$ cat src/common/fagen_pkg.sv
package fagen_pkg;

  // ==========================================================================
  // fixed-point formats
  localparam int XY_W = 16;
  localparam int FRAC_W = 4;
  localparam int HEIGHT_W = 12;
  localparam int FC_W = 18;
  localparam logic [FC_W-1:0] FC_HALF = 18'h00008;
  localparam int DEPTH_W = 25;
  localparam logic [DEPTH_W-1:0] DEPTH_ONE = 25'h1000000;
  localparam int DEPTH_FRAC = 24;
  localparam int SDEPTH_W = 32;
  localparam int W_W = 32;
  localparam int DIV_W = 33;
  localparam logic [5:0] DIV_LAST = 6'h20;
  localparam int NSAMP = 8;
  localparam int SMASK_W = 32;
  localparam int SID_W = 3;
  localparam int SCNT_W = 4;
  localparam int SPOS_W = 9;
  localparam logic [SPOS_W-1:0] SPOS_HALF = 9'h080;
  localparam int PRIM_W = 32;
  localparam int COL_W = 32;
  localparam int NCOL = 4;
  localparam int COL_FRAC = 16;
  localparam logic [COL_W-1:0] COL_ONE = 32'h00010000;
  localparam logic [COL_W-1:0] COL_ROUND = 32'h00008000;
  localparam logic [COL_W-1:0] UNORM8_MAX = 32'h000000ff;
  localparam logic [COL_W-1:0] SNORM8_MAX = 32'h0000007f;

  // ==========================================================================
  // register map
  localparam int ADDR_W = 12;
  localparam logic [ADDR_W-1:0] REG_CTRL = 12'h000;
  localparam logic [ADDR_W-1:0] REG_HEIGHT = 12'h004;
  localparam logic [ADDR_W-1:0] REG_SAMPLES = 12'h008;
  localparam logic [ADDR_W-1:0] REG_PRIMCNT = 12'h00c;
  localparam logic [ADDR_W-1:0] REG_STATUS = 12'h010;
  localparam int CB_PIX_INT = 0;
  localparam int CB_UPPER_LEFT = 1;
  localparam int CB_WIND_REV = 2;
  localparam int CB_MS_EN = 3;
  localparam int CB_GS_ACT = 4;
  localparam int CB_DEPTH_FIX = 5;
  localparam int CB_SHD_DEPTH = 6;
  localparam int CB_PER_SAMPLE = 7;
  localparam int CB_COLFMT = 8;
  localparam int CTRL_W = 10;
  localparam logic [CTRL_W-1:0] CTRL_RESET = 10'h028;
  localparam logic [HEIGHT_W-1:0] HEIGHT_RESET = 12'h000;
  localparam logic [SCNT_W-1:0] SAMPLES_RESET = 4'h1;

  typedef enum logic [1:0] {
    COL_PASS = 2'b00,
    COL_UNORM = 2'b01,
    COL_SNORM = 2'b10
  } fagen_colfmt_e;

  typedef enum logic [1:0] {
    ST_IDLE = 2'b00,
    ST_DIV = 2'b01,
    ST_OUT = 2'b11
  } fagen_state_e;

  typedef struct packed {
    logic [XY_W-1:0] x_w;
    logic [XY_W-1:0] y_w;
    logic [DEPTH_W-1:0] z_w;
    logic [W_W-1:0] w_c;
    logic is_tri;
    logic area_pos;
    logic [PRIM_W-1:0] gs_prim;
    logic [NSAMP-1:0] cov;
    logic [NSAMP-1:0] keep;
    logic [NSAMP-1:0] inv;
    logic [SID_W-1:0] sample_num;
    logic [SPOS_W-1:0] spos_x;
    logic [SPOS_W-1:0] spos_y;
  } fagen_frag_s;

  typedef struct packed {
    logic signed [FC_W-1:0] fc_x;
    logic signed [FC_W-1:0] fc_y;
    logic [DEPTH_W-1:0] fc_z;
    logic [W_W-1:0] w_recip;
    logic front;
    logic [PRIM_W-1:0] prim_idx;
    logic [SMASK_W-1:0] mask_in;
    logic [SID_W-1:0] sample_id;
    logic [SCNT_W-1:0] sample_cnt;
    logic [SPOS_W-1:0] spos_x;
    logic [SPOS_W-1:0] spos_y;
  } fagen_attr_s;

  typedef struct packed {
    logic signed [SDEPTH_W-1:0] depth;
    logic [SMASK_W-1:0] cov_out;
    logic [SMASK_W-1:0] mask_in;
    logic [DEPTH_W-1:0] rast_depth;
    logic [NCOL-1:0][COL_W-1:0] color;
  } fagen_res_s;

  typedef struct packed {
    logic [DEPTH_W-1:0] depth;
    logic [SMASK_W-1:0] cov;
    logic [NCOL-1:0][COL_W-1:0] color;
  } fagen_post_s;

endpackage : fagen_pkg

$ cat src/rtl/fagen_top.sv
// The placing of the registers and register access over APB were decided locally.
module fagen_top
  import fagen_pkg::*;
(
  input wire logic I_CLK,
  input wire logic I_SRST,
  input wire logic I_CE,
  input wire logic I_PSEL,
  input wire logic I_PENABLE,
  input wire logic I_PWRITE,
  input wire logic [ADDR_W-1:0] I_PADDR,
  input wire logic [31:0] I_PWDATA,
  output logic [31:0] O_PRDATA,
  output logic O_PREADY,
  output logic O_PSLVERR,
  input wire logic I_DRAW_START,
  input wire logic I_PRIM_DONE,
  input wire logic I_PRIM_RESTART,
  input wire logic I_FRAG_VALID,
  output logic O_FRAG_READY,
  input wire fagen_frag_s I_FRAG,
  output logic O_ATTR_VALID,
  input wire logic I_ATTR_READY,
  output fagen_attr_s O_ATTR,
  input wire logic I_RES_VALID,
  output logic O_RES_READY,
  input wire fagen_res_s I_RES,
  output logic O_POST_VALID,
  input wire logic I_POST_READY,
  output fagen_post_s O_POST
);

  // ==========================================================================
  // functions
  function automatic logic signed [FC_W-1:0] centre_adj(input logic signed [FC_W-1:0] v,
                                                        input logic pix_int);
    centre_adj = pix_int ? v - $signed(FC_HALF) : v;
  endfunction : centre_adj

  function automatic logic [DEPTH_W-1:0] conv_depth(input logic signed [SDEPTH_W-1:0] d,
                                                    input logic fixed);
    logic [DEPTH_W-1:0] c;
    c = '0;
    if (d[SDEPTH_W-1]) begin
      c = '0;
    end else if (d >= $signed({7'h00, DEPTH_ONE})) begin
      c = DEPTH_ONE;
    end else begin
      c = d[DEPTH_W-1:0];
    end
    // scale 0..1 onto 0..2^24-1 without a depth-range step
    conv_depth = fixed ? c - (c >> DEPTH_FRAC) : c;
  endfunction : conv_depth

  function automatic logic [COL_W-1:0] conv_color(input logic signed [COL_W-1:0] v,
                                                  input logic [1:0] fmt);
    logic [COL_W-1:0] mag;
    logic [COL_W-1:0] r;
    mag = v[COL_W-1] ? COL_W'(-v) : v;
    r = '0;
    case (fmt)
      COL_UNORM: begin
        if (v[COL_W-1]) begin
          r = '0;
        end else if (mag >= COL_ONE) begin
          r = UNORM8_MAX;
        end else begin
          r = (mag * UNORM8_MAX + COL_ROUND) >> COL_FRAC;
        end
      end
      COL_SNORM: begin
        if (mag >= COL_ONE) begin
          r = SNORM8_MAX;
        end else begin
          r = (mag * SNORM8_MAX + COL_ROUND) >> COL_FRAC;
        end
        if (v[COL_W-1]) begin
          r = COL_W'(-r);
        end
      end
      default: begin
        r = v;
      end
    endcase
    conv_color = r;
  endfunction : conv_color

  // ==========================================================================
  // register file
  logic [CTRL_W-1:0] ctrl_reg;
  logic [HEIGHT_W-1:0] height_reg;
  logic [SCNT_W-1:0] samples_reg;
  logic [PRIM_W-1:0] prim_cnt_reg;
  fagen_state_e state_reg;
  logic setup;
  logic access;
  logic mapped;
  logic [31:0] rdata;

  assign setup = I_PSEL & ~I_PENABLE;
  assign access = I_PSEL & I_PENABLE & O_PREADY;
  assign mapped = (I_PADDR == REG_CTRL) || (I_PADDR == REG_HEIGHT) ||
                  (I_PADDR == REG_SAMPLES) || (I_PADDR == REG_PRIMCNT) ||
                  (I_PADDR == REG_STATUS);

  always_comb begin
    rdata = '0;
    case (I_PADDR)
      REG_CTRL: rdata = 32'(ctrl_reg);
      REG_HEIGHT: rdata = 32'(height_reg);
      REG_SAMPLES: rdata = 32'(samples_reg);
      REG_PRIMCNT: rdata = prim_cnt_reg;
      REG_STATUS: rdata = {29'h0, O_POST_VALID, O_ATTR_VALID, state_reg != ST_IDLE};
      default: rdata = '0;
    endcase
  end

  always_ff @(posedge I_CLK) begin
    if (I_SRST) begin
      O_PREADY <= 1'b0;
      O_PRDATA <= '0;
      O_PSLVERR <= 1'b0;
    end else if (I_CE) begin
      O_PREADY <= setup;
      if (setup) begin
        O_PRDATA <= rdata;
        O_PSLVERR <= ~mapped;
      end
    end
  end

  always_ff @(posedge I_CLK) begin
    if (I_SRST) begin
      ctrl_reg <= CTRL_RESET;
      height_reg <= HEIGHT_RESET;
      samples_reg <= SAMPLES_RESET;
    end else if (I_CE && access && I_PWRITE) begin
      case (I_PADDR)
        REG_CTRL: ctrl_reg <= I_PWDATA[CTRL_W-1:0];
        REG_HEIGHT: height_reg <= I_PWDATA[HEIGHT_W-1:0];
        REG_SAMPLES: samples_reg <= I_PWDATA[SCNT_W-1:0];
        default: ;
      endcase
    end
  end

  // ==========================================================================
  // primitive counter
  always_ff @(posedge I_CLK) begin
    if (I_SRST) begin
      prim_cnt_reg <= '0;
    end else if (I_CE) begin
      if (I_DRAW_START) begin
        prim_cnt_reg <= '0;
      end else if (I_PRIM_DONE) begin
        // one pulse per polygon, restart pulses never count
        prim_cnt_reg <= prim_cnt_reg + 1'b1;
      end
    end
  end

  // ==========================================================================
  // fragment attributes
  logic ms_on;
  logic [NSAMP-1:0] live;
  logic [NSAMP-1:0] own;
  logic [SMASK_W-1:0] mask_next;
  logic signed [FC_W-1:0] y_flip;
  fagen_attr_s attr_next;
  fagen_frag_s frag_q;
  logic accept;

  assign ms_on = ctrl_reg[CB_MS_EN] && (samples_reg > SAMPLES_RESET);
  assign live = I_FRAG.cov & I_FRAG.keep;
  assign own = ctrl_reg[CB_PER_SAMPLE] ? NSAMP'(1) << I_FRAG.sample_num : I_FRAG.inv;
  assign accept = I_FRAG_VALID & O_FRAG_READY;

  always_comb begin
    if (!ms_on) begin
      mask_next = SMASK_W'(|I_FRAG.cov);
    end else begin
      mask_next = SMASK_W'(live & own);
    end
  end

  always_comb begin
    if (ctrl_reg[CB_UPPER_LEFT]) begin
      y_flip = $signed({2'b00, height_reg, {FRAC_W{1'b0}}}) - $signed({2'b00, I_FRAG.y_w});
    end else begin
      y_flip = $signed({2'b00, I_FRAG.y_w});
    end
    attr_next = '0;
    attr_next.fc_x = centre_adj($signed({2'b00, I_FRAG.x_w}), ctrl_reg[CB_PIX_INT]);
    attr_next.fc_y = centre_adj(y_flip, ctrl_reg[CB_PIX_INT]);
    attr_next.fc_z = I_FRAG.z_w;
    attr_next.front = ~I_FRAG.is_tri | (I_FRAG.area_pos ^ ctrl_reg[CB_WIND_REV]);
    attr_next.prim_idx = ctrl_reg[CB_GS_ACT] ? I_FRAG.gs_prim : prim_cnt_reg;
    attr_next.mask_in = mask_next;
    attr_next.sample_id = ms_on ? I_FRAG.sample_num : '0;
    attr_next.sample_cnt = samples_reg;
    attr_next.spos_x = ms_on ? I_FRAG.spos_x : SPOS_HALF;
    attr_next.spos_y = ms_on ? I_FRAG.spos_y : SPOS_HALF;
  end

  // ==========================================================================
  // reciprocal w divider and handshake
  logic [DIV_W-1:0] rem_reg;
  logic [DIV_W-1:0] quot_reg;
  logic [5:0] div_cnt_reg;
  logic [DIV_W-1:0] rem_shift;
  logic fit;

  assign rem_shift = {rem_reg[DIV_W-2:0], div_cnt_reg == '0};
  assign fit = rem_shift >= {1'b0, frag_q.w_c};

  always_ff @(posedge I_CLK) begin
    if (I_SRST) begin
      state_reg <= ST_IDLE;
      O_FRAG_READY <= 1'b0;
      O_ATTR_VALID <= 1'b0;
      O_ATTR <= '0;
      frag_q <= '0;
      rem_reg <= '0;
      quot_reg <= '0;
      div_cnt_reg <= '0;
    end else if (I_CE) begin
      case (state_reg)
        ST_IDLE: begin
          O_FRAG_READY <= ~accept;
          if (accept) begin
            O_ATTR <= attr_next;
            frag_q <= I_FRAG;
            rem_reg <= '0;
            quot_reg <= '0;
            div_cnt_reg <= '0;
            state_reg <= ST_DIV;
          end
        end
        ST_DIV: begin
          rem_reg <= fit ? rem_shift - {1'b0, frag_q.w_c} : rem_shift;
          quot_reg <= {quot_reg[DIV_W-2:0], fit};
          div_cnt_reg <= div_cnt_reg + 1'b1;
          if (div_cnt_reg == DIV_LAST) begin
            // saturate when 1/w exceeds the format, including w of zero
            O_ATTR.w_recip <= quot_reg[DIV_W-2] ? '1 : {quot_reg[DIV_W-3:0], fit};
            O_ATTR_VALID <= 1'b1;
            state_reg <= ST_OUT;
          end
        end
        ST_OUT: begin
          if (I_ATTR_READY) begin
            O_ATTR_VALID <= 1'b0;
            O_FRAG_READY <= 1'b1;
            state_reg <= ST_IDLE;
          end
        end
        default: begin
          state_reg <= ST_IDLE;
        end
      endcase
    end
  end

  // ==========================================================================
  // shader output post-processing
  fagen_post_s post_next;

  always_comb begin
    post_next = '0;
    if (ctrl_reg[CB_SHD_DEPTH]) begin
      post_next.depth = conv_depth(I_RES.depth, ctrl_reg[CB_DEPTH_FIX]);
    end else begin
      post_next.depth = I_RES.rast_depth;
    end
    post_next.cov = I_RES.mask_in & I_RES.cov_out;
    for (int i = 0; i < NCOL; i++) begin
      post_next.color[i] = conv_color(I_RES.color[i], ctrl_reg[CB_COLFMT +: 2]);
    end
  end

  always_ff @(posedge I_CLK) begin
    if (I_SRST) begin
      O_RES_READY <= 1'b0;
      O_POST_VALID <= 1'b0;
      O_POST <= '0;
    end else if (I_CE) begin
      if (I_RES_VALID && O_RES_READY) begin
        O_POST <= post_next;
        O_POST_VALID <= 1'b1;
        O_RES_READY <= 1'b0;
      end else if (O_POST_VALID && I_POST_READY) begin
        O_POST_VALID <= 1'b0;
        O_RES_READY <= 1'b1;
      end else if (!O_POST_VALID) begin
        O_RES_READY <= 1'b1;
      end
    end
  end

  logic signed [FC_W-1:0] x_ref;
  logic [63:0] prod_lo;
  logic [63:0] prod_hi;
  assign x_ref = $signed({2'b00, frag_q.x_w});
  assign prod_lo = 64'(O_ATTR.w_recip) * 64'(frag_q.w_c);
  assign prod_hi = prod_lo + 64'(frag_q.w_c);
endmodule : fagen_top

$ cat config.mk
export PLATFORM = sky130hd
export DESIGN_NAME = fagen_top
export DESIGN_NICKNAME = d
export VERILOG_FILES = /design/src/common/fagen_pkg.sv /design/src/rtl/fagen_top.sv
export SDC_FILE = /design/constraint.sdc
export NUM_CORES = 2
export LEC_CHECK = 0
export BUFFER_PORTS_ARGS = -buffer_cell sky130_fd_sc_hd__buf_4
export CAP_MARGIN = 20
export CORE_MARGIN = 1
export CORE_UTILIZATION = 40
export DETAILED_ROUTE_END_ITERATION = 7
export GPL_ROUTABILITY_DRIVEN = 1
export PLACE_DENSITY = 0.57
export SETUP_SLACK_MARGIN = 0.5
export SYNTH_ARGS = -nofsm -noshare
export SYNTH_HDL_FRONTEND = slang
export SYNTH_SLANG_ARGS = --single-unit
$ cat constraint.sdc
create_clock -name I_CLK -period 9.65 [get_ports I_CLK]
set_clock_uncertainty 0.05 [all_clocks]
set_input_delay 0.965 -clock I_CLK [delete_from_list [all_inputs] [get_ports I_CLK]]
set_output_delay 0.965 -clock I_CLK [all_outputs]
set_load 0.02 [all_outputs]
Word-level counts from Yosys, hierarchy flattened. Cells that the tools add are included.

Input port bits: 474. Word-level logic and storage cells: 200. Register bits: 568.

Magnitude comparators: 7. Reduce and logical (&&, ||, !) cells: 33. Shift operators: 1. Add/sub/neg operators: 23. Bitwise operators: 13. $mul: 8. Equal/unequal tests: 13. Multiplexer cells: 69.

Operator list (number): 32-bit two-way mux (19); 32-bit case mux with 2 select lines (7); 32-bit by 16-bit adder with 32-bit output, second input constant (8); 32-bit negation (8); 16-bit two-way mux (12); 32-bit case mux with 5 select lines (1); 32-bit by 17-bit >= comparator with 1-bit output, second input constant (4); 32-bit by 7-bit multiplier with 32-bit output, second input constant (4); 32-bit by 8-bit multiplier with 32-bit output, second input constant (4); 25-bit two-way mux (5); 122-bit two-way mux (1); 18-bit two-way mux (3); 33-bit by 32-bit >= comparator with 1-bit output (1); 32-bit by 1-bit adder with 32-bit output, second input constant (1); 32-bit AND (1); 32-bit by 26-bit >= comparator with 1-bit output, second input constant (1); 32-bit subtractor (1); 25-bit by 1-bit subtractor with 25-bit output (1); 12-bit by 4-bit == test with 1-bit output, second input constant (2); 9-bit two-way mux (2); 18-bit by 5-bit subtractor with 18-bit output, second input constant (1); 16-bit by 16-bit subtractor with 17-bit output (1); 16-bit by 4-bit subtractor with 17-bit output, second input constant (1); 8-bit AND (2); other kinds (32) (76).

Longest topological paths before layout.
Depth in word-level cells: 9. Depth in mapped cells: 34. Mapped depth without buffers: 33.

Least setup slack after synthesis. OpenSTA, ideal clock, no wires.

Path type: input-to-reg. From: in I_RES[69] (netlist name). To: reg O_POST[94] (netlist name). Path slack: 729 ps. Arrival: 8716 ps. Stages on the path: 27. Path through: or4_1 clkbuf_1 nor2_1 nand2_1 o41ai_1 xor2_1 inv_1 ha_1 inv_1 xnor2_1 inv_1 fa_1 fa_1 inv_1 fa_1 inv_1 ha_1 clkbuf_1 a2111o_1 a31oi_1 a2bb2oi_1 a21boi_0 or3_1 a2111oi_0 nand4_1 o41ai_1 a21oi_1.

Word-level cells in the longest chain between the ends: 9. Elaborated cells on any way between the ends: 10. Classes of those cells: add/sub (3); mul (1); order compare (1); mux (5).

Ends and longest elaborated chain: start: declaration (RTL line fagen_top.sv:27) `input wire fagen_res_s I_RES,`; 32-bit negation (RTL line fagen_top.sv:59) `mag = v[COL_W-1] ? COL_W'(-v) : v;`; 32-bit two-way mux * (RTL line fagen_top.sv:59); 32-bit by 7-bit multiplier with 32-bit output (RTL line fagen_top.sv:75) `r = (mag * SNORM8_MAX + COL_ROUND) >> COL_FRAC;`; 32-bit by 16-bit adder with 32-bit output (RTL line fagen_top.sv:75); 16-bit two-way mux * (RTL line fagen_top.sv:72) `if (mag >= COL_ONE) begin`; 32-bit two-way mux * (RTL line fagen_top.sv:61) `case (fmt)`; 32-bit negation * (RTL line fagen_top.sv:78) `r = COL_W'(-r);`; 32-bit two-way mux * (RTL line fagen_top.sv:77) `if (v[COL_W-1]) begin`; 32-bit case mux with 2 select lines * (RTL line fagen_top.sv:61); end signal: assignment (RTL line fagen_top.sv:288) `O_POST <= post_next;`; end: declaration (RTL line fagen_top.sv:30) `output fagen_post_s O_POST`.

Mark *: on every way between the ends. The rest lies on a longest branch, timed or not. The select of a mux whose other input is x is not followed. A chain may end at the register's enable or synchronous reset.

Worst setup path after layout.
From: in I_RES[111] (netlist name). To: reg O_POST[111] (netlist name).

Word-level cells in the longest chain between the ends: 9. Elaborated cells on any way between the ends: 14. Classes of those cells: add/sub (4); mul (2); order compare (1); mux (7).

Ends and longest elaborated chain (RTL line): 32-bit negation (fagen_top.sv:59); 32-bit two-way mux (fagen_top.sv:59); 32-bit by 7-bit multiplier with 32-bit output (fagen_top.sv:75); 32-bit by 16-bit adder with 32-bit output (fagen_top.sv:75); 16-bit two-way mux (fagen_top.sv:72); 32-bit two-way mux (fagen_top.sv:61); 32-bit negation (fagen_top.sv:78); 32-bit two-way mux (fagen_top.sv:77); 32-bit case mux with 2 select lines * (fagen_top.sv:61).

Marks and branches as above.

==> flow_summary.toml <==
[status]
status = "completed"

[critical_path]
critPathLaunchType = "input port"
worst-path-max-fanout = 7
reg2reg_from = "div_cnt_reg[0]$_SDFFE_PP0P_"
arrival_ns = 9.08
reg2reg_depth = 16
end_kind = "flop"
crit_path_top_delay_cell = "xor2_1"
reg2reg_to = "rem_reg[15]$_SDFFE_PP0P_"
max_stage_delay_ns = 0.73
ff2ff_setup_slack_ns = 4.57
crit_path_start = "I_RES[111]"
critPathRequiredTime_ns = 10.09
cp_common_cell = "fa_1"
worstSetupPathType = "input port to flop"

[sta]
grt_setup_unrepaired = "yes"
setup-tns-final_ns = 0
fin_crit_ns = 8.64
fin_crit_sh_pct = 89.5
finalWorstSetupSlack_ns = 1.01
fmax_ghz = 0.116
drv_slew = 0
tightest_slew_ns = 1.14
setup-violations-final = 0
hold_viol = 0
maxSlewHeadroom_pct = 23.5

[logic_synthesis]
ys_ff_latch = 543
synth.distinct_cells = 94
ys_seq_area_share_pct = 17.3
ys_dominant_reg_cell = "dfxtp_1"
synth.area.top_cells = "fa_1 22%, dfxtp_1 17%, ha_1 10%, inv_1 7.7%, xnor2_1 5.4%"
synth_cells = 7656
avgSynthCellArea_um2 = 8.19
synth-edff-count = 0
synth_top_area_share_pct = 21.6
synth_top_area_cell = "fa_1"
syn_area_um2 = 62700
yosys_warnings = 0
async_flop_share_pct = 0

[clocking]
htreeDepth = 3
cts_buffers = 69
cts_root_buf = "clkbuf_16"
clk_pin_slew_ns = 0.06
cts_tree = "done"
post-cts-setup-buffers = 0
clock_path_buffers = 3
clkSinkCount = 543
clock_latency_ns = 0.66

[flow_run]
drv_cap = 0

[routing]
antenna_left = 0
routedWlPerCell_um = 22.1
drcViolationCount = 0
drt_iter0_drc = 4591
viasPerCell = 5.41
routed_wl_mm = 234
vias = 57100
first_pass_iters = 6

[floorplanning]
rows = 144
floorplan.initialDensity_pct = 40.5
design.core.area_um2 = 155000
fp.dieH_um = 398
dieArea_um2 = 158000
top_level_ports = 880
dieWidth_um = 398

[placement]
hpwlAfterDp_mm = 194
place.gp.congestion = 0.973
dpl_worst_slack_ns = 0.319
numPortBuffers = 834

[grt]
antenna_found_initial = 34
grt_max_degree = 185
grt_util_all_layers_pct = 28.9
overflow = 0
grt_pass1_wl_mm = 347
grt_pass1_vias = 55800

[cells_and_area]
drive_gt1_share_pct = 14.6
fillers = 15200
syn2layout_area_growth_pct = 18.3
largest_reg_flops = 185
largest-register = "O_POST"
nets = 10100
largestRegisters = "O_POST x185, O_ATTR x158"

[hold_path]
hold_path_end = "O_POST[148]$_SDFFE_PP0P_"
hp-start = "O_POST[148]$_SDFFE_PP0P_"
hp-class = "flop to flop"
hold_depth = 2
## worst max-delay path, delay by kind of cell
kind | cells | cell delay (ns)
buffers and inverters | 3 | 0.27
and+or+nand+nor | 8 | 2.62
AOI/OAI and AO/OA | 6 | 1.35
adders and majority gates | 6 | 2.85
xor gates and xnor gates | 2 | 1.04
## cell type report
class	instances	area, um2	area share, %
multi-input combinational	5531	45900	61.9
sequential	543	10900	14.7
timing repair buffer	1019	7710	10.4
inverter	1295	4860	6.55
tap	2044	2560	3.45
clock buffer	91	1960	2.64
clock inverter	24	260	0.351
antenna	17	42.5	0.0573
## synthesized netlist by cell type, types with 26 or more instances
| library cell | count |
|---|---|
| a22o_1 | 27 |
| dfxtp_1 | 543 |
| clkbuf_1 | 254 |
| fa_1 | 677 |
| o21ai_0 | 460 |
| xor2_1 | 179 |
| a21oi_1 | 510 |
| ha_1 | 514 |
| nand2b_1 | 58 |
| mux2i_1 | 108 |
| nand2_1 | 765 |
| nand3_1 | 144 |
| a21o_1 | 88 |
| a22oi_1 | 76 |
| o211ai_1 | 44 |
| and3_1 | 38 |
| o41ai_1 | 28 |
| o31ai_1 | 56 |
| nor2b_1 | 33 |
| inv_1 | 1291 |
| or2_2 | 47 |
| a31oi_1 | 46 |
| or3_1 | 69 |
| nor4_1 | 37 |
| a211oi_1 | 101 |
| nor3_1 | 72 |
| a311oi_1 | 26 |
| nand4_1 | 66 |
| o21a_1 | 28 |
| xnor2_1 | 385 |
| nor2_1 | 486 |
## layout by cell type, fill, tap and decap left out, types with 70 or more instances in the layout
cell	n
a211oi_1	100
a21o_1	88
a21oi_1	510
a22oi_1	76
buf_4	1011
clkbuf_16	70
dfxtp_1	541
fa_1	677
ha_1	513
inv_1	1289
mux2i_1	108
nand2_1	764
nand3_1	143
nor2_1	480
nor3_1	70
o21ai_0	459
xnor2_1	384
xor2_1	179
## cells by family after synthesis
family	after synthesis	synth area share [%]
AND/OR/NAND/NOR	1924	14.1
other	1	0.00598
adder cells (fa/ha/maj)	1192	31.9
flip-flops	543	17.3
buffers and inverters	1605	9.79
multiplexers	125	2.05
XOR/XNOR	564	7.88
AO/OA/AOI/OAI	1702	16.9
## through the flow
stage / cells / instance area [um2] / hold slack, ns / utilization, %
2_1_floorplan: 7679 / 62800 / 0.386 / -
3_3_place_gp: 10400 / 71900 / 0.385 / 46.4
3_5_place_dp: 10400 / 71900 / 0.393 / 46.4
4_1_cts: 10500 / 74100 / 0.393 / 47.9
5_1_grt: 10600 / 74200 / 0.410 / 47.9
6_report: 10600 / 74200 / 0.400 / 47.9
## routing by layer
layer / share of wire [%] / GRT usage (%) / vias up
li1: - / - / 27000
met5: 0.040 / 0 / -
met4: 2.5 / 8.26 / 12
met1: 45 / 40.2 / 27800
met2: 45 / 44.8 / 2044
met3: 8.1 / 6.08 / 264
## worst max path at each step
stage | to | depth (start not counted) | slack, ns
4_1_cts | O_POST[76]$_SDFFE_PP0P_ | 32 | 1.00
3_3_place_gp | O_POST[76]$_SDFFE_PP0P_ | 32 | 0.38
6_report | O_POST[111]$_SDFFE_PP0P_ | 25 | 1.01
2_1_floorplan | O_POST[94]$_SDFFE_PP0P_ | 27 | 0.73
5_1_grt | O_POST[76]$_SDFFE_PP0P_ | 32 | 0.45
3_5_place_dp | O_POST[76]$_SDFFE_PP0P_ | 32 | 0.32
## what timing repair did
action                                  CTS  global route
resized for setup                         0             3
hold buffers                              0             0
endpoints found under the setup margin    0            22
Power is not shown: default switching activity piles up to over one toggle a cycle in this logic, so the estimate is an artifact.
